===== config.mk =====
export PLATFORM = sky130hd
export DESIGN_NAME = tpcpc_top
export DESIGN_NICKNAME = d
export VERILOG_FILES = /design/src/tpcpc_pkg.sv /design/src/tpcpc_edge_sync.sv /design/src/tpcpc_top.sv
export SDC_FILE = /design/constraint.sdc
export NUM_CORES = 1
export LEC_CHECK = 0
export ABC_AREA = 1
export BUFFER_PORTS_ARGS = -buffer_cell sky130_fd_sc_hd__buf_2
export CORE_MARGIN = 2
export CORE_UTILIZATION = 41
export CTS_CLUSTER_DIAMETER = 200
export CTS_CLUSTER_SIZE = 30
export DETAILED_ROUTE_END_ITERATION = 6
export PLACE_DENSITY = 0.68
export SETUP_SLACK_MARGIN = 0.02
export SLEW_MARGIN = 20
export SYNTH_ARGS = -nofsm -noshare
export SYNTH_HDL_FRONTEND = slang
export SYNTH_SLANG_ARGS = --single-unit

===== constraint.sdc =====
create_clock -name clk_in -period 2.6 [get_ports clk_in]
set_input_delay 0.13 -clock clk_in [delete_from_list [all_inputs] [get_ports clk_in]]
set_output_delay 0.13 -clock clk_in [all_outputs]
set_load 0.005 [all_outputs]

===== src/tpcpc_pkg.sv =====
// Purpose: shared constants and types for the timer channel pin control block
// Assumes: 32-bit apb data, one aligned word per register
// Notes: offsets are byte addresses
package tpcpc_pkg;
    localparam int TPCPC_CNT_W = 16;
    localparam int TPCPC_NCH = 2;
    localparam logic [7:0] TPCPC_OFF_CTRL = 8'h00;
    localparam logic [7:0] TPCPC_OFF_MOD = 8'h04;
    localparam logic [7:0] TPCPC_OFF_CNT = 8'h08;
    localparam logic [7:0] TPCPC_OFF_CH0_CTL = 8'h10;
    localparam logic [7:0] TPCPC_OFF_CH0_VAL = 8'h14;
    localparam logic [7:0] TPCPC_CH_STRIDE = 8'h08;
    localparam int TPCPC_CTRL_CLKS_LSB = 0;
    localparam int TPCPC_CTRL_CPWM_BIT = 2;
    localparam int TPCPC_CTRL_FIX_DIV_LSB = 8;
    localparam int TPCPC_CHC_ELS_LSB = 0;
    localparam int TPCPC_CHC_MS_LSB = 2;
    localparam int TPCPC_CHC_FLAG_BIT = 7;
    localparam logic [1:0] TPCPC_CLKS_RESET = 2'h0;
    localparam logic [15:0] TPCPC_MOD_RESET = 16'h0000;
    localparam logic [7:0] TPCPC_FIX_DIV_RESET = 8'h03;
    localparam logic [15:0] TPCPC_COUNT_ZERO = 16'h0000;
    localparam int TPCPC_SYNC_STAGES = 2;
    typedef enum logic [1:0] {
        TPCPC_CLK_OFF,
        TPCPC_CLK_BUS,
        TPCPC_CLK_FIXED,
        TPCPC_CLK_EXT
    } tpcpc_clks_t;
endpackage


===== src/tpcpc_edge_sync.sv =====
// Purpose: two-flop synchroniser with rise and fall pulses
// Assumes: input asynchronous to clk_in
// Notes: first stage is read only by the second stage
`timescale 1ns/1ps
`default_nettype none
module tpcpc_edge_sync (
    // clock and reset
    input wire logic clk_in,
    input wire logic rst_n_in,
    // raw level
    input wire logic async_in,
    // synchronised level and edge pulses
    output logic level_out,
    output logic rise_out,
    output logic fall_out
);
    import tpcpc_pkg::*;
    typedef struct packed {
        logic s1;
        logic s2;
        logic s3;
    } tpcpc_sync_t;
    tpcpc_sync_t st_reg, st_next;
    always_comb begin
        st_next = st_reg;
        st_next.s1 = async_in;
        st_next.s2 = st_reg.s1;
        st_next.s3 = st_reg.s2;
    end
    always_ff @(posedge clk_in) begin
        if (!rst_n_in) begin
            st_reg <= '0;
        end else begin
            st_reg <= st_next;
        end
    end
    assign level_out = st_reg.s2;
    assign rise_out = st_reg.s2 & ~st_reg.s3;
    assign fall_out = ~st_reg.s2 & st_reg.s3;
endmodule
`default_nettype wire


===== src/tpcpc_top.sv =====
// Purpose: timer channel pin control with counter, capture, compare and pwm
// Assumes: apb slave, 20 MHz bus clock, pins synchronous except ext clock and captures
// Notes: channel pins use in, out and output enable; gpio owns pin when channel_pin_owned_out is low
// Summary of operation
// - clock select: off, bus, fixed, external
// - external clock synchronised on bus clock
// - external clock pin keeps software compare
// - pin released when edge or clock zero
// - center mode drives every owned channel pin
// - mode bits pick capture, compare, pwm
// - capture mode makes pin timer input
// - edge select picks capture polarity
// - capture edges pass bus-clock synchroniser
// - compare mode drives pin as output
// - compare match toggles, clears or sets
// - toggle keeps previous level until match
// - pwm bit selects edge pwm, polarity
// - high at zero, low on match
// - inverted: low at zero, high match
// - center mode polarity per channel
// - center: clear up-match, set down-match
// - inverted center: set up, clear down
// - capture copies counter, sets flag
// - edge pwm period modulo plus one
// - center counts up then down
//
// Implementation choices: the placing of the registers and the APB interface to the registers.
`timescale 1ns/1ps
`default_nettype none
module tpcpc_top #(
    parameter int NUM_CH = tpcpc_pkg::TPCPC_NCH
) (
    // clock and reset
    input wire logic clk_in,
    input wire logic rst_n_in,
    // apb slave
    input wire logic psel_in,
    input wire logic penable_in,
    input wire logic pwrite_in,
    input wire logic [7:0] paddr_in,
    input wire logic [31:0] pwdata_in,
    output logic [31:0] prdata_out,
    output logic pready_out,
    output logic pslverr_out,
    // external clock source
    input wire logic ext_clock_in,
    // channel pins
    input wire logic [NUM_CH-1:0] channel_pin_in,
    output logic [NUM_CH-1:0] channel_pin_out,
    output logic [NUM_CH-1:0] channel_pin_oe_out,
    output logic [NUM_CH-1:0] channel_pin_owned_out
);
    import tpcpc_pkg::*;

    typedef struct packed {
        logic [1:0] clks;
        logic cpwm;
        logic [7:0] fix_div;
        logic [7:0] fix_cnt;
        logic [15:0] modv;
        logic [15:0] cnt;
        logic down;
        logic [NUM_CH-1:0][1:0] els;
        logic [NUM_CH-1:0][1:0] ms;
        logic [NUM_CH-1:0] flag;
        logic [NUM_CH-1:0][15:0] val;
        logic [NUM_CH-1:0] pin;
        logic [31:0] rdata;
    } tpcpc_state_t;

    tpcpc_state_t st_reg, st_next;
    logic ext_level, ext_rise, ext_fall;
    logic [NUM_CH-1:0] cap_lvl, cap_rise, cap_fall;
    logic tick;
    logic wr, rd;
    logic [NUM_CH-1:0] owned;

    tpcpc_edge_sync u_ext_sync (
        .clk_in(clk_in),
        .rst_n_in(rst_n_in),
        .async_in(ext_clock_in),
        .level_out(ext_level),
        .rise_out(ext_rise),
        .fall_out()
    );

    genvar g;
    generate
        for (g = 0; g < NUM_CH; g++) begin : g_sync
            tpcpc_edge_sync u_cap_sync (
                .clk_in(clk_in),
                .rst_n_in(rst_n_in),
                .async_in(channel_pin_in[g]),
                .level_out(cap_lvl[g]),
                .rise_out(cap_rise[g]),
                .fall_out(cap_fall[g])
            );
        end
    endgenerate

    always_comb begin
        unique case (tpcpc_clks_t'(st_reg.clks))
            TPCPC_CLK_OFF: tick = 1'b0;
            TPCPC_CLK_BUS: tick = 1'b1;
            TPCPC_CLK_FIXED: tick = (st_reg.fix_cnt == st_reg.fix_div);
            TPCPC_CLK_EXT: tick = ext_rise;
        endcase
    end

    assign wr = psel_in & penable_in & pwrite_in;
    assign rd = psel_in & ~penable_in & ~pwrite_in;

    // pin ownership per channel
    always_comb begin
        for (int i = 0; i < NUM_CH; i++) begin
            if (st_reg.els[i] == 2'h0 || st_reg.clks == 2'h0) begin
                owned[i] = 1'b0;
            end else begin
                owned[i] = 1'b1;
            end
        end
    end

    always_comb begin
        logic [15:0] nc;
        logic top, bot;
        logic [NUM_CH-1:0] hit;
        nc = st_reg.cnt;
        top = 1'b0;
        bot = 1'b0;
        hit = '0;
        st_next = st_reg;
        st_next.rdata = 32'h0000_0000;
        // fixed clock divider
        if (st_reg.clks == 2'(TPCPC_CLK_FIXED)) begin
            st_next.fix_cnt = tick ? 8'h00 : 8'(st_reg.fix_cnt + 8'h01);
        end else begin
            st_next.fix_cnt = 8'h00;
        end
        if (tick) begin
            top = (st_reg.modv == 16'h0000) ? (st_reg.cnt == 16'hFFFF)
                                            : (st_reg.cnt == st_reg.modv);
            if (st_reg.cpwm) begin
                if (!st_reg.down) begin
                    if (top) begin
                        st_next.down = 1'b1;
                        nc = 16'(st_reg.cnt - 16'h0001);
                    end else begin
                        nc = 16'(st_reg.cnt + 16'h0001);
                    end
                end else begin
                    if (st_reg.cnt == TPCPC_COUNT_ZERO + 16'h0001) begin
                        st_next.down = 1'b0;
                    end
                    nc = 16'(st_reg.cnt - 16'h0001);
                end
            end else begin
                nc = top ? TPCPC_COUNT_ZERO : 16'(st_reg.cnt + 16'h0001);
                st_next.down = 1'b0;
            end
            st_next.cnt = nc;
        end
        bot = tick & ~st_reg.cpwm & (nc == TPCPC_COUNT_ZERO);
        // collect this cycle's flag events apart from the held flags
        st_next.flag = '0;
        for (int i = 0; i < NUM_CH; i++) begin
            logic match;
            match = tick & (nc == st_reg.val[i]);
            if (st_reg.cpwm) begin
                if (owned[i] && match) begin
                    st_next.pin[i] = st_reg.els[i][0] ? ~st_next.down : st_next.down;
                    st_next.flag[i] = 1'b1;
                end
            end else if (!st_reg.ms[i][1] && !st_reg.ms[i][0]) begin
                if (owned[i] && ((st_reg.els[i][0] && cap_rise[i]) ||
                                 (st_reg.els[i][1] && cap_fall[i]))) begin
                    st_next.val[i] = st_reg.cnt;
                    st_next.flag[i] = 1'b1;
                end
                st_next.pin[i] = cap_lvl[i];
            end else if (!st_reg.ms[i][1]) begin
                if (match) begin
                    st_next.flag[i] = 1'b1;
                end
                if (match && owned[i]) begin
                    unique case (st_reg.els[i])
                        2'h1: st_next.pin[i] = ~st_reg.pin[i];
                        2'h2: st_next.pin[i] = 1'b0;
                        2'h3: st_next.pin[i] = 1'b1;
                        default: st_next.pin[i] = st_reg.pin[i];
                    endcase
                end
            end else begin
                if (owned[i]) begin
                    if (match) begin
                        st_next.pin[i] = st_reg.els[i][0];
                        st_next.flag[i] = 1'b1;
                    end else if (bot) begin
                        st_next.pin[i] = ~st_reg.els[i][0];
                    end
                end
            end
        end
        hit = st_next.flag;
        st_next.flag = st_next.flag | st_reg.flag;
        // apb writes
        if (wr) begin
            if (paddr_in == TPCPC_OFF_CTRL) begin
                st_next.clks = pwdata_in[TPCPC_CTRL_CLKS_LSB +: 2];
                st_next.cpwm = pwdata_in[TPCPC_CTRL_CPWM_BIT];
                st_next.fix_div = pwdata_in[TPCPC_CTRL_FIX_DIV_LSB +: 8];
            end else if (paddr_in == TPCPC_OFF_MOD) begin
                st_next.modv = pwdata_in[15:0];
            end else if (paddr_in == TPCPC_OFF_CNT) begin
                st_next.cnt = TPCPC_COUNT_ZERO;
                st_next.down = 1'b0;
            end
            for (int i = 0; i < NUM_CH; i++) begin
                if (paddr_in == 8'(TPCPC_OFF_CH0_CTL + 8'(i) * TPCPC_CH_STRIDE)) begin
                    st_next.els[i] = pwdata_in[TPCPC_CHC_ELS_LSB +: 2];
                    st_next.ms[i] = pwdata_in[TPCPC_CHC_MS_LSB +: 2];
                    // write one clears; a same-cycle event wins
                    if (pwdata_in[TPCPC_CHC_FLAG_BIT] && !hit[i]) begin
                        st_next.flag[i] = 1'b0;
                    end
                end
                if (paddr_in == 8'(TPCPC_OFF_CH0_VAL + 8'(i) * TPCPC_CH_STRIDE)) begin
                    st_next.val[i] = pwdata_in[15:0];
                end
            end
        end
        // apb read data captured in setup
        if (rd) begin
            if (paddr_in == TPCPC_OFF_CTRL) begin
                st_next.rdata[TPCPC_CTRL_CLKS_LSB +: 2] = st_reg.clks;
                st_next.rdata[TPCPC_CTRL_CPWM_BIT] = st_reg.cpwm;
                st_next.rdata[TPCPC_CTRL_FIX_DIV_LSB +: 8] = st_reg.fix_div;
                st_next.rdata[16] = st_reg.down;
                st_next.rdata[17] = ext_level;
            end else if (paddr_in == TPCPC_OFF_MOD) begin
                st_next.rdata[15:0] = st_reg.modv;
            end else if (paddr_in == TPCPC_OFF_CNT) begin
                st_next.rdata[15:0] = st_reg.cnt;
            end
            for (int i = 0; i < NUM_CH; i++) begin
                if (paddr_in == 8'(TPCPC_OFF_CH0_CTL + 8'(i) * TPCPC_CH_STRIDE)) begin
                    st_next.rdata[TPCPC_CHC_ELS_LSB +: 2] = st_reg.els[i];
                    st_next.rdata[TPCPC_CHC_MS_LSB +: 2] = st_reg.ms[i];
                    st_next.rdata[TPCPC_CHC_FLAG_BIT] = st_reg.flag[i];
                    st_next.rdata[8] = st_reg.pin[i];
                end
                if (paddr_in == 8'(TPCPC_OFF_CH0_VAL + 8'(i) * TPCPC_CH_STRIDE)) begin
                    st_next.rdata[15:0] = st_reg.val[i];
                end
            end
        end
    end

    always_ff @(posedge clk_in) begin
        if (!rst_n_in) begin
            st_reg <= '0;
            st_reg.clks <= TPCPC_CLKS_RESET;
            st_reg.modv <= TPCPC_MOD_RESET;
            st_reg.fix_div <= TPCPC_FIX_DIV_RESET;
        end else begin
            st_reg <= st_next;
        end
    end

    // pin drive
    always_comb begin
        for (int i = 0; i < NUM_CH; i++) begin
            channel_pin_owned_out[i] = owned[i];
            channel_pin_oe_out[i] = owned[i] & (st_reg.cpwm | (st_reg.ms[i] != 2'h0));
            channel_pin_out[i] = st_reg.pin[i];
        end
    end

    assign prdata_out = st_reg.rdata;
    assign pready_out = 1'b1;
    assign pslverr_out = 1'b0;
endmodule
`default_nettype wire


* Yosys cells after proc, flatten, opt, wreduce, memory -nomap -nowiden *
Index checks and enable logic that the tools add are counted.

cells by class
  add/sub/neg operators = 3
  equality and inequality tests = 27
  muxes and demuxes = 79
  bitwise logic cells = 34
  reductions and logical operators = 43

operators by type and width
  cell                     number
  $mux W16                 17
  $mux W17                 4
  $mux W59                 1
  $eq A16 B16 Y1           3
  $mux W1                  43
  $eq A8 B5 Y1 const B     4
  $logic_not A16 Y1        2
  $add A16 B1 Y16 const B  1
  $eq A16 B1 Y1 const B    1
  $eq A16 B16 Y1 const B   1
  $not A1 Y1               16
  $sub A16 B1 Y16 const B  1
  $and A1 B1 Y1            15
  $eq A2 B2 Y1 const B     6
  $logic_and A1 B1 Y1      12
  $mux W2                  6
  $reduce_bool A6 Y1       2
  $ne A5 B1 Y1 const B     2
  $reduce_and A5 Y1        2
  $add A8 B1 Y8 const B    1
  $eq A8 B3 Y1 const B     1
  $eq A8 B4 Y1 const B     1
  $eq A8 B8 Y1             1
  $logic_not A8 Y1         1
  19 further kinds         42

word-level totals
  flip-flop bits (word level) = 137
  input bits = 48
  output and inout port bits = 40
  logic and storage cells = 214

* Logic depth before layout (Yosys ltp) *
Gate-level depths: netlist of run 1.

  depth in word-level cells = 18
  mapped depth = 29
  mapped depth without buffers = 28

* Cells and area by module *
Synthesis of run 1 repeated with hierarchy kept, for this count alone.

second synthesis, totals
  cells, all modules = 1275
  area total of the unflattened synthesis = 8150.3 um^2

by module, submodules not included
  module           instances  cells an instance  area an instance (um^2)  seq. area each (um^2)
  tpcpc_top        1          1236               7850.0                   2282.2
  tpcpc_edge_sync  3          13                 100.1                    60.1

* Worst setup path before layout of run 1 *
No wires, ideal clock.

  path kind = register -> register
  start point = reg st_reg[77] (netlist name)
  end point = reg st_reg (netlist bit channel_pin_out[0])
  library setup time = 0.116 ns
  data arrival time = 2.622 ns
  data required time = 2.484 ns
  setup slack = -0.138 ns
  cell stages (with the launch flop) = 23
  path buffers = 0
  period minus slack after synthesis = 2.738 ns
  cells stage by stage = dfxtp_1 ha_1 nand2_1 nor2_1 nand3_1 nor2_1 nand3_1 nor2_1 nand2_1 xor2_1 nand3b_1 nand3_2 nand2_2 nand2_1 nand2_1 nor2_1 nand2_1 nor2_2 nand3_1 nand2_1 nand3_2 nor2_1 a21oi_2

on the way
  word-level cells in the longest chain between the ends = 13
  elaborated cells between the ends (all ways) = 33
  those cells by class = add/sub (2); eq/ne (6); mux (18); bitwise (3); reduce/logical (4)

ends and longest elaborated chain
  what                                                      RTL line          RTL
  start: declaration                                        tpcpc_top.sv:71   tpcpc_state_t st_reg, st_next;
  start signal: assignment                                  tpcpc_top.sv:266  st_reg <= st_next;
  branches (longest 13 deep; another with $add A16 B1 Y16)  n/a

Parallel ways; which one is timed is not known. The select of a mux whose other input is x is not followed.
A chain may end at the register's enable or synchronous reset.

* Worst setup path in the final report of run 1 *
  start point = reg st_reg[106] (netlist name)
  end point = reg st_reg (netlist bit channel_pin_out[1])

on the way
  word-level cells in the longest chain between the ends = 13
  elaborated cells between the ends (all ways) = 29
  those cells by class = eq/ne (4); mux (17); bitwise (3); reduce/logical (5)

ends and longest elaborated chain
  what                                                        RTL line                            RTL
  $eq A16 B16 Y1 / $logic_not A16 Y1 (equally long branches)  tpcpc_top.sv:142, tpcpc_top.sv:141
  $mux W1 (*)                                                 tpcpc_top.sv:141                    top = (st_reg.modv == 16'h0000) ? (st_reg.cnt == 16'hFFFF)
  $mux W16                                                    tpcpc_top.sv:145                    if (top) begin
  $mux W16                                                    tpcpc_top.sv:144                    if (!st_reg.down) begin
  $mux W16                                                    tpcpc_top.sv:143                    if (st_reg.cpwm) begin
  $mux W16                                                    tpcpc_top.sv:140                    if (tick) begin
  $eq A16 B16 Y1                                              tpcpc_top.sv:168                    match = tick & (nc == st_reg.val[i]);
  $and A1 B1 Y1                                               tpcpc_top.sv:168
  $mux W1                                                     tpcpc_top.sv:195                    if (match) begin
  $mux W1                                                     tpcpc_top.sv:194                    if (owned[i]) begin
  $mux W1                                                     tpcpc_top.sv:181                    end else if (!st_reg.ms[i][1]) begin
  $mux W1                                                     tpcpc_top.sv:174                    end else if (!st_reg.ms[i][1] && !st_reg.ms[i][0]) begin
  $mux W1                                                     tpcpc_top.sv:169                    if (st_reg.cpwm) begin

Mark *: on every way between the ends. The rest lies on a longest branch, timed or not. The select of a mux whose other input is x is not followed.

==> impl_metrics.tcl, run 1 <==
set metrics [dict create \
    synth_area_leaders "dfxtp_1 (31%), nand2_1 (14%), nor2_1 (6.8%), inv_1 (6.7%), a21oi_1 (5.1%)" \
    pwr_density_cell_nw_per_um2 409 \
    wl_met1_um 13300 \
    cp_top_family "simple AND/OR/NAND/NOR gates" \
    root_buffer "clkbuf_16" \
    status "finished, violations left" \
    period_share 1.22 \
    synth_top_area_frac 0.308 \
    final_common_cell "nand2_1" \
    synth.distinct_cells 44 \
    ir_drop_v 0.000484 \
    fin_ws_ps -574 \
    ys_seq_elements 123 \
    r2r_cells 25 \
    cts_buffer_depth 2 \
    dpl.cell_count 1662 \
    crit_slowest_cell "dfxtp_2" \
    synthCells 1223 \
    cts_tree "yes" \
    top_layer "met4" \
    min_from "pwdata_in[14]" \
    hpwlAfterDp_um 24100 \
    first_global_vias 8489 \
    final_nets 1485 \
    fmax_mhz 315 \
    core-area_um2 19300 \
    placementRows 51 \
    htreeDepth 4 \
    layout_common_cells "nand2_1 (270), buf_4 (193), inv_1 (142), nor2_1 (130), dfxtp_1 (120)" \
    worst_pin_slew_ps 675 \
    fp.dieH_um 144 \
    min_period_ps 3170 \
    hold_depth 3 \
    rsz0062_at_grt "yes" \
    startpoint_type "register" \
    power.total_uw 4360 \
    whs_endpoint "st_reg[107]" \
    antenna-diode-count 0 \
    gr-total-overflow 0 \
    antenna_found_initial 1 \
    port_buffers 55 \
    path_buf_inv 3 \
    yosysWarnings 0 \
    yosysTopAreaCell "dfxtp_1" \
    fin_cells 1708 \
    syn_avg_cell_area_um2 6.54 \
    cts.sinks 123 \
    hold_violations 0 \
    clk_latency_ps 430 \
    min_path_type "input port to register" \
    post-place-ws_ps -645 \
    reg2reg_to "channel_pin_out[1]" \
    grt_start_max_net_pins 44 \
    yosysSeqAreaShare 0.308 \
    drive_above_1_share 0.294 \
    grt_pass1_wl_um 47500 \
    wl_met2_um 13700 \
    placed_area_um2 9660 \
    r2r-start "st_reg[106]" \
    path_clk_slew_ps 60 \
    r2r_slack_ps -570 \
    ant_nets 0 \
    synthToLayoutAreaGrowth_pct 33.4 \
    required_ps 2920 \
    crit_type "register to register" \
    die_x_um 144 \
    cap_violations 0 \
    slew_headroom 0.550 \
    slew_violations 0 \
    grt_use_total 0.309 \
    pin_count 88 \
    critPathMaxFanout 7 \
    leakage_uw 0.00470 \
    drc_errors 0 \
    worst_path_largest_cell_delay_ps 330 \
    via_count 9148 \
    initial_utilization 0.415 \
    cts_buffers 17 \
    wl_met3_um 3210 \
    setup_violations 5 \
    wire_per_inst_um 18.4 \
    first_iter_violations 1038 \
    avgViaCountPerCell 5.36 \
    totalWireLength_um 31500 \
    dr.pass1.iters 5 \
    whs_ps 7.49 \
    gp_congestion 1.04 \
    cp.arrival_ps 3500 \
    design_area_um2 10700 \
    violations "negative setup slack" \
    finalClockSkew_ps 8.13 \
    die-area_um2 20600 \
    largest_reg_flops 94 \
    end_kind "register" \
    synth_area_um2 8000 \
]
[cells by family after synthesis]
group,synth area share
AOI/OAI and AO/OA,0.168
xor gates and xnor gates,0.0362
adders and majority gates,0.00939
buffers and inverters,0.138
DFF,0.308
other,0.000939
and+or+nand+nor,0.340
[stage by stage]
| stage | util | setup TNS [ps] |
|---|---|---|
| CTS | 0.540 | -1800 |
| global route | 0.553 | -3270 |
| floorplan | - | -6.98 |
| detailed placement | 0.501 | -2290 |
| global placement | 0.501 | -2120 |
| finish | 0.553 | -2060 |
[tightest hold or removal path: cells and delay by family]
kind            cells  cell delay (ps)
compound gates      2              190
buf+inv             1               90
[cell usage after synthesis (all sizes together)]
cell type / n
a211oi: 5
a21oi: 85
a221oi: 36
a22oi: 1
a31oi: 8
a41oi: 2
buf: 53
clkbuf: 36
clkinv: 1
conb: 2
dfxtp: 123
ha: 6
inv: 147
nand2: 315
nand3: 85
nand3b: 11
nand4: 12
nor2: 155
nor3: 18
nor3b: 2
nor4: 6
o2111ai: 3
o211ai: 7
o21ai: 50
o221a: 1
o221ai: 1
o22ai: 16
o311ai: 1
o31ai: 2
xnor2: 2
xor2: 31
[layer usage]
metal,GRT usage,vias to the layer above
li1,-,4380
met1,0.414,4196
met2,0.467,492
met3,0.0836,80
met4,0.130,0
met5,0,-
[worst max path at each step]
stage / end / cells past startpoint / startpoint
2_1_floorplan: channel_pin_out[0] / 22 / st_reg[77]
3_3_place_gp: channel_pin_out[1] / 25 / st_reg[101]
3_5_place_dp: channel_pin_out[1] / 25 / st_reg[100]
4_1_cts: channel_pin_out[1] / 28 / st_reg[100]
5_1_grt: channel_pin_out[1] / 27 / st_reg[104]
6_report: channel_pin_out[1] / 25 / st_reg[106]
[area by class of cell]
type                       count  area [um2]
fill                        1893        8610
multi-input combinational    878        4790
sequential                   123        2470
timing repair buffer         263        1950
inverter                     148         559
clock buffer                  17         425
tap                          265         332
clock inverter                14         140
[where the power goes]
| part | internal, uW | leakage (uW) | switching (uW) | total [uW] |
|---|---|---|---|---|
| logic | 52.5 | 0.00343 | 115 | 168 |
| registers | 1890 | 0.000994 | 4.54 | 1900 |
| clock network | 1330 | 0.000273 | 965 | 2290 |
[repair_timing]
action                                 CTS  global route
setup endpoints to repair                4             8
buffers inserted                         3             3
hold buffers                             5             0
endpoints found under the hold margin    5             0
gates resized for setup                 30            41
gates cloned                             0             4
pin swaps                                6            33
No activity file was read; power rests on OpenSTA's default activity.
==> run 2: changes to the inputs <==
--- a/config.mk
+++ b/config.mk
@@ -5,14 +5,13 @@
 export SDC_FILE = /design/constraint.sdc
 export NUM_CORES = 1
 export LEC_CHECK = 0
-export ABC_AREA = 1
-export BUFFER_PORTS_ARGS = -buffer_cell sky130_fd_sc_hd__buf_2
 export CORE_MARGIN = 2
 export CORE_UTILIZATION = 41
 export CTS_CLUSTER_DIAMETER = 200
 export CTS_CLUSTER_SIZE = 30
 export DETAILED_ROUTE_END_ITERATION = 6
-export PLACE_DENSITY = 0.68
+export DONT_BUFFER_PORTS = 1
+export PLACE_DENSITY = 0.64
 export SETUP_SLACK_MARGIN = 0.02
 export SLEW_MARGIN = 20
 export SYNTH_ARGS = -nofsm -noshare
==> run 2 against run 1 <==
The run still ends with negative setup slack left. Critical path type unchanged. Combinational power grew to 2.6 times the previous value. Sequential share of layout area shrank 2.5 points. Critical path depth shrank 7. Clock-buffer cell count grew 5. Register-to-register slack lost 1100 ps. Fmax shrank 25%. Area after synthesis grew 3.7%. Sequential power is essentially flat. Die area grew 3.6%. Clock power is essentially flat. Highest routed layer unchanged. Worst setup slack lost 1100 ps. Power grew 5.7%.
==> impl_metrics.tcl, run 2 <==
set metrics [dict create \
    min_path_type "input port to register" \
    clk_latency_ps 430 \
    gr-total-overflow 0 \
    synth_area_leaders "dfxtp_1 (30%), mux2i_1 (7.1%), nand2_1 (6.6%), xnor2_1 (4.6%), o211a_1 (3.9%)" \
    grt_use_total 0.318 \
    ys_seq_elements 123 \
    min_period_ps 4240 \
    yosysTopAreaCell "dfxtp_1" \
    synth_area_um2 8290 \
    root_buffer "clkbuf_16" \
    largest_reg_flops 94 \
    path_clk_slew_ps 60 \
    port_buffers 0 \
    yosysMostFrequentCell "nand2_1" \
    wire_per_inst_um 23.1 \
    ir_drop_v 0.000440 \
    first_iter_violations 1196 \
    startpoint_type "register" \
    cap_violations 0 \
    synth_common_cells "nand2_1 (146), dfxtp_1 (123), nor2_1 (69), clkbuf_1 (62), mux2i_1 (59)" \
    end_kind "register" \
    fp.dieH_um 146 \
    crit_type "register to register" \
    fin_util 0.598 \
    whs_ps 23.4 \
    grt_pass1_wl_um 52800 \
    design_area_um2 12000 \
    cp.arrival_ps 4560 \
    antenna_found_initial 0 \
    critPathMaxFanout 8 \
    slew_headroom 0.331 \
    ant_nets 0 \
    period_share 1.63 \
    drc_errors 0 \
    hold_violations 0 \
    worst_path_largest_cell_delay_ps 480 \
    cts.sinks 123 \
    die-area_um2 21400 \
    syn_avg_cell_area_um2 8.10 \
    core-area_um2 20000 \
    setup_violations 21 \
    async_flop_share 0 \
    worst_pin_slew_ps 998 \
    slew_violations 0 \
    via_count 9408 \
    crit_path_frequent_cell "buf_12" \
    synth_top_area_frac 0.297 \
    crit_chain "nor4_4, buf_12, buf_12, a41oi_2, xnor2_1, nor4_2, buf_4, nand4_4, buf_8, buf_6, a31oi_4, o21a_1, mux2i_1, a2111o_1, nor4b_4, nand3_2, and4b_1, o311a_1" \
    placed_area_um2 10000 \
    hpwlAfterDp_um 24200 \
    placementRows 52 \
    setup-tns-final_ps -12680 \
    totalWireLength_um 35000 \
    violations "negative setup slack" \
    synthToLayoutAreaGrowth_pct 44.6 \
    leakage_uw 0.00484 \
    htreeDepth 4 \
    hold_depth 2 \
    cts_tree "yes" \
    cts_buffer_depth 2 \
    status "finished, violations left" \
    r2r_cells 18 \
    layout_common_cells "buf_4 (224), nand2_1 (143), dfxtp_1 (116), nor2_1 (66), mux2i_1 (56)" \
    required_ps 2920 \
    die_x_um 146 \
    antenna-diode-count 0 \
    final_common_cell "buf_4" \
    fmax_mhz 236 \
    drive_above_1_share 0.343 \
    synth_edf_count 0 \
    power.total_uw 4600 \
    fin_ws_ps -1640 \
    cts_buffers 17 \
    gp_congestion 1.07 \
    pwr_density_cell_nw_per_um2 384 \
    yosysWarnings 0 \
    crit_slowest_cell "a2111o_1" \
    dr.pass1.iters 6 \
    r2r_slack_ps -1640 \
    rsz0062_at_grt "yes" \
    avgViaCountPerCell 6.21 \
    yosysSeqAreaShare 0.297 \
    first_global_vias 9147 \
    initial_utilization 0.414 \
    synthCells 1023 \
    finalClockSkew_ps 11.6 \
    ys_dominant_reg_cell "dfxtp_1" \
    final_nets 1289 \
    pin_count 88 \
    synth.distinct_cells 84 \
    grt_start_max_net_pins 82 \
]
-- run 2: changes by cell type after synthesis, moves of 28 or more --
cell      previous run  this run
a21oi_1             81        38
o21ai_0             48        20
o211a_1              0        32
nor2_1             145        69
inv_1              143        16
xnor2_1              2        44
a221oi_1            36         6
nand2_1            292       146
mux2i_1              0        59
-- run 2: where the power goes --
| group | total [uW] | switching [uW] | leakage, uW | internal, uW |
|---|---|---|---|---|
| combinational | 436 | 235 | 0.00359 | 201 |
| clock | 2260 | 947 | 0.000249 | 1310 |
| sequential | 1910 | 13.6 | 0.000996 | 1900 |
-- run 2: final timing paths --
| path | startpoint | end |
|---|---|---|
| worst max-delay path | st_reg[100] | channel_pin_out[1] |
| worst min-delay path | rst_n_in | st_reg[109] |
| worst max register to register | st_reg[100] | channel_pin_out[1] |
| worst min register to register | g_sync[1].u_cap_sync.st_next[1] | g_sync[1].u_cap_sync.level_out |
-- run 2: kinds of logic after synthesis --
family / count (synthesis) / synth area share
XOR/XNOR: 59 / 0.0623
AO/OA/AOI/OAI: 245 / 0.231
buffers and inverters: 128 / 0.0785
multiplexers: 68 / 0.0835
adder cells (fa/ha/maj): 6 / 0.00905
other: 2 / 0.000906
AND/OR/NAND/NOR: 392 / 0.238
flip-flops: 123 / 0.297
-- run 2: final cells by class --
type | instances | area (um2)
fillers | 1672 | 8060
multi-input cells | 786 | 6020
repair buffers | 289 | 2540
flip-flops and latches | 123 | 2470
clock buffers | 22 | 484
well taps | 270 | 338
inverters | 18 | 67.6
clock inverters | 8 | 62.6
-- run 2: timing repair --
action | 4_1_cts | 5_1_grt
gates cloned | 1 | 1
setup endpoints to repair | 21 | 21
pin swaps | 54 | 32
setup buffers | 34 | 9
endpoints found under the hold margin | 85 | 0
hold buffers | 22 | 0
resized for setup | 94 | 61
-- run 2: critical path: cells and delay by family (launching register included) --
family | cells | cell delay [ps]
DFF | 1 | 340
buffers and inverters | 5 | 790
AOI/OAI and AO/OA | 5 | 1250
xor gates and xnor gates | 1 | 190
muxes | 1 | 90
and+or+nand+nor | 6 | 1470
-- run 2: per-layer routing --
metal	vias up	track usage	share of wire
li1	4134	-	-
met1	4469	0.403	0.39
met2	627	0.502	0.44
met3	178	0.0747	0.10
met4	0	0.175	0.069
met5	-	0	0
-- run 2: through the flow --
stage	std cells	setup WS, ps
2_1_floorplan	1037	-1150
3_3_place_gp	1421	-1480
3_5_place_dp	1421	-1590
4_1_cts	1507	-1470
5_1_grt	1516	-1760
6_report	1516	-1640
==> run 3: changes to the inputs <==
--- a/config.mk
+++ b/config.mk
@@ -11,7 +11,7 @@
 export CTS_CLUSTER_SIZE = 30
 export DETAILED_ROUTE_END_ITERATION = 6
 export DONT_BUFFER_PORTS = 1
-export PLACE_DENSITY = 0.64
+export PLACE_DENSITY = 0.62
 export SETUP_SLACK_MARGIN = 0.02
 export SLEW_MARGIN = 20
 export SYNTH_ARGS = -nofsm -noshare
==> constraint.sdc (replaced) <==
create_clock -name clk_in -period 5.03 [get_ports clk_in]
set_input_delay 0.2515 -clock clk_in [delete_from_list [all_inputs] [get_ports clk_in]]
set_output_delay 0.2515 -clock clk_in [all_outputs]
set_load 0.005 [all_outputs]
==> run 3 against run 2 <==
The flow finishes with violations (design-rule violations). Via count down 15%. Highest routed layer unchanged. Worst setup slack better by 1700 ps. Register-to-register slack better by 1700 ps. Clock-buffer cell count down 4. Final area down 22%. Sequential power down 48%. Clock power down 41%.
==> impl_metrics.tcl, run 3 (synthesized netlist as in run 2, its figures left out) <==
set metrics [dict create \
    status "finished, violations left" \
    drive_above_1_share 0.108 \
    cts.sinks 123 \
    first_global_vias 7405 \
    setup_violations 0 \
    grt_pass1_wl_um 44700 \
    fp.dieH_um 146 \
    grt_start_max_net_pins 81 \
    leakage_uw 0.00345 \
    layout_common_cells "nand2_1 (146), dfxtp_1 (123), nor2_1 (69), mux2i_1 (59), xnor2_1 (44)" \
    cts_buffer_depth 2 \
    fillers 1989 \
    slew_violations 0 \
    min_path_type "input port to register" \
    finalClockSkew_ps 21.9 \
    htreeDepth 4 \
    path_clk_slew_ps 60 \
    hold_violations 0 \
    fin_ws_ps 106 \
    postCtsSetupBuffers 0 \
    busiest_layer "met2" \
    fmax_mhz 203 \
    synthToLayoutAreaGrowth_pct 12.1 \
    grt_use_met2 0.426 \
    crit_type "register to register" \
    critPathMaxFanout 12 \
    cap_violations 0 \
    port_buffers 0 \
    required_ps 5380 \
    pwr_density_cell_nw_per_um2 265 \
    largest_reg_flops 94 \
    final_nets 1063 \
    dr.pass1.iters 7 \
    first_iter_violations 893 \
    gr-total-overflow 0 \
    violations "design-rule violations" \
    gp_congestion 1.01 \
    pin_count 88 \
    period_share 0.979 \
    initial_utilization 0.414 \
    hpwlAfterDp_um 20700 \
    cp.arrival_ps 5280 \
    cts_buffers 17 \
    rsz0062_at_grt "yes" \
    end_kind "register" \
    ir_drop_v 0.000255 \
    placementRows 52 \
    met1_usage 0.361 \
    clk_latency_ps 440 \
    drc_errors 3 \
    min_period_ps 4920 \
    avgViaCountPerCell 6.17 \
    core-area_um2 20000 \
    use_met3 0.0541 \
    totalWireLength_um 29200 \
    antenna_found_initial 1 \
    worst_pin_slew_ps 1010 \
    cts_tree "yes" \
    startpoint_type "register" \
    post-place-ws_ps 339 \
    slew_headroom 0.327 \
    area.sequential_um2 2460 \
    root_buffer "clkbuf_16" \
    setup-tns-final_ps 0 \
    grt_use_total 0.270 \
    wire_per_inst_um 22.6 \
    multi_input_area_um2 5260 \
    ant_nets 0 \
    via_count 7974 \
    die-area_um2 21400 \
    final_common_cell "nand2_1" \
    die_x_um 146 \
]
## run 3: changes by cell type in the layout (fill, tap and decap cells not counted), sizes merged
cell      delta
inv          +5
bufinv       +3
buf        -225
clkbuf       -5
clkinv       +2
diode        +1
clkinvlp     -4
## run 3: worst paths after layout
path,slack [ps],end,depth (start not counted),start
max,110,channel_pin_out[0],14,st_reg[100]
min,2,st_reg[69],2,pwdata_in[3]
max reg2reg,110,channel_pin_out[0],14,st_reg[100]
min reg2reg,430,g_sync[0].u_cap_sync.level_out,1,g_sync[0].u_cap_sync.st_next[1]
## run 3: cell type report
cell class,instances,area share
Sequential cell,123,0.265
Multi-Input combinational cell,786,0.566
Tap cell,270,0.0364
Clock buffer,18,0.0473
Inverter,18,0.00727
Antenna cell,1,0.000269
Timing Repair Buffer,63,0.0587
Clock inverter,14,0.0197
## run 3: report_power, final
group	leakage, uW	internal (uW)	switching, uW	total, uW
combinational	0.00216	60.0	91.6	152
sequential	0.000992	980	8.93	989
clock	0.000300	804	522	1330
## run 3: metrics by stage
step,cell area [um2],total power [uW],hold WS (ps),utilization,instances
2_1_floorplan,8340,1110,375,-,1037
3_3_place_gp,8430,1120,332,0.421,1238
3_5_place_dp,8430,1130,334,0.421,1238
4_1_cts,9290,2460,0.0804,0.464,1292
5_1_grt,9290,2530,7.22,0.464,1292
6_report,9290,2470,1.73,0.464,1293
## run 3: critical path, cell delays in order (launching register included)
cell and delay [ps]:
dfxtp_1 360, nor4_4 460, buf_4 250, a41oi_1 150, xnor2_1 170, nor4_1 470
nand4_2 420, a21oi_1 590, a211oi_2 210, mux2i_1 210, a2111oi_0 510, nand4_1 250
nor3_1 420, o221ai_1 190, o22ai_1 180
## run 3: timing repair
action                                 in CTS  in global routing
hold buffers                               22                  0
endpoints found under the hold margin      80                  0
setup endpoints to repair                   0                  2
gates resized for setup                     0                  1
## run 3: routing by layer
layer / share of wire / routed length [um]
met4: 0.042 / 1230
met3: 0.090 / 2620
met2: 0.45 / 13200
met5: 0 / 0
met1: 0.42 / 12200
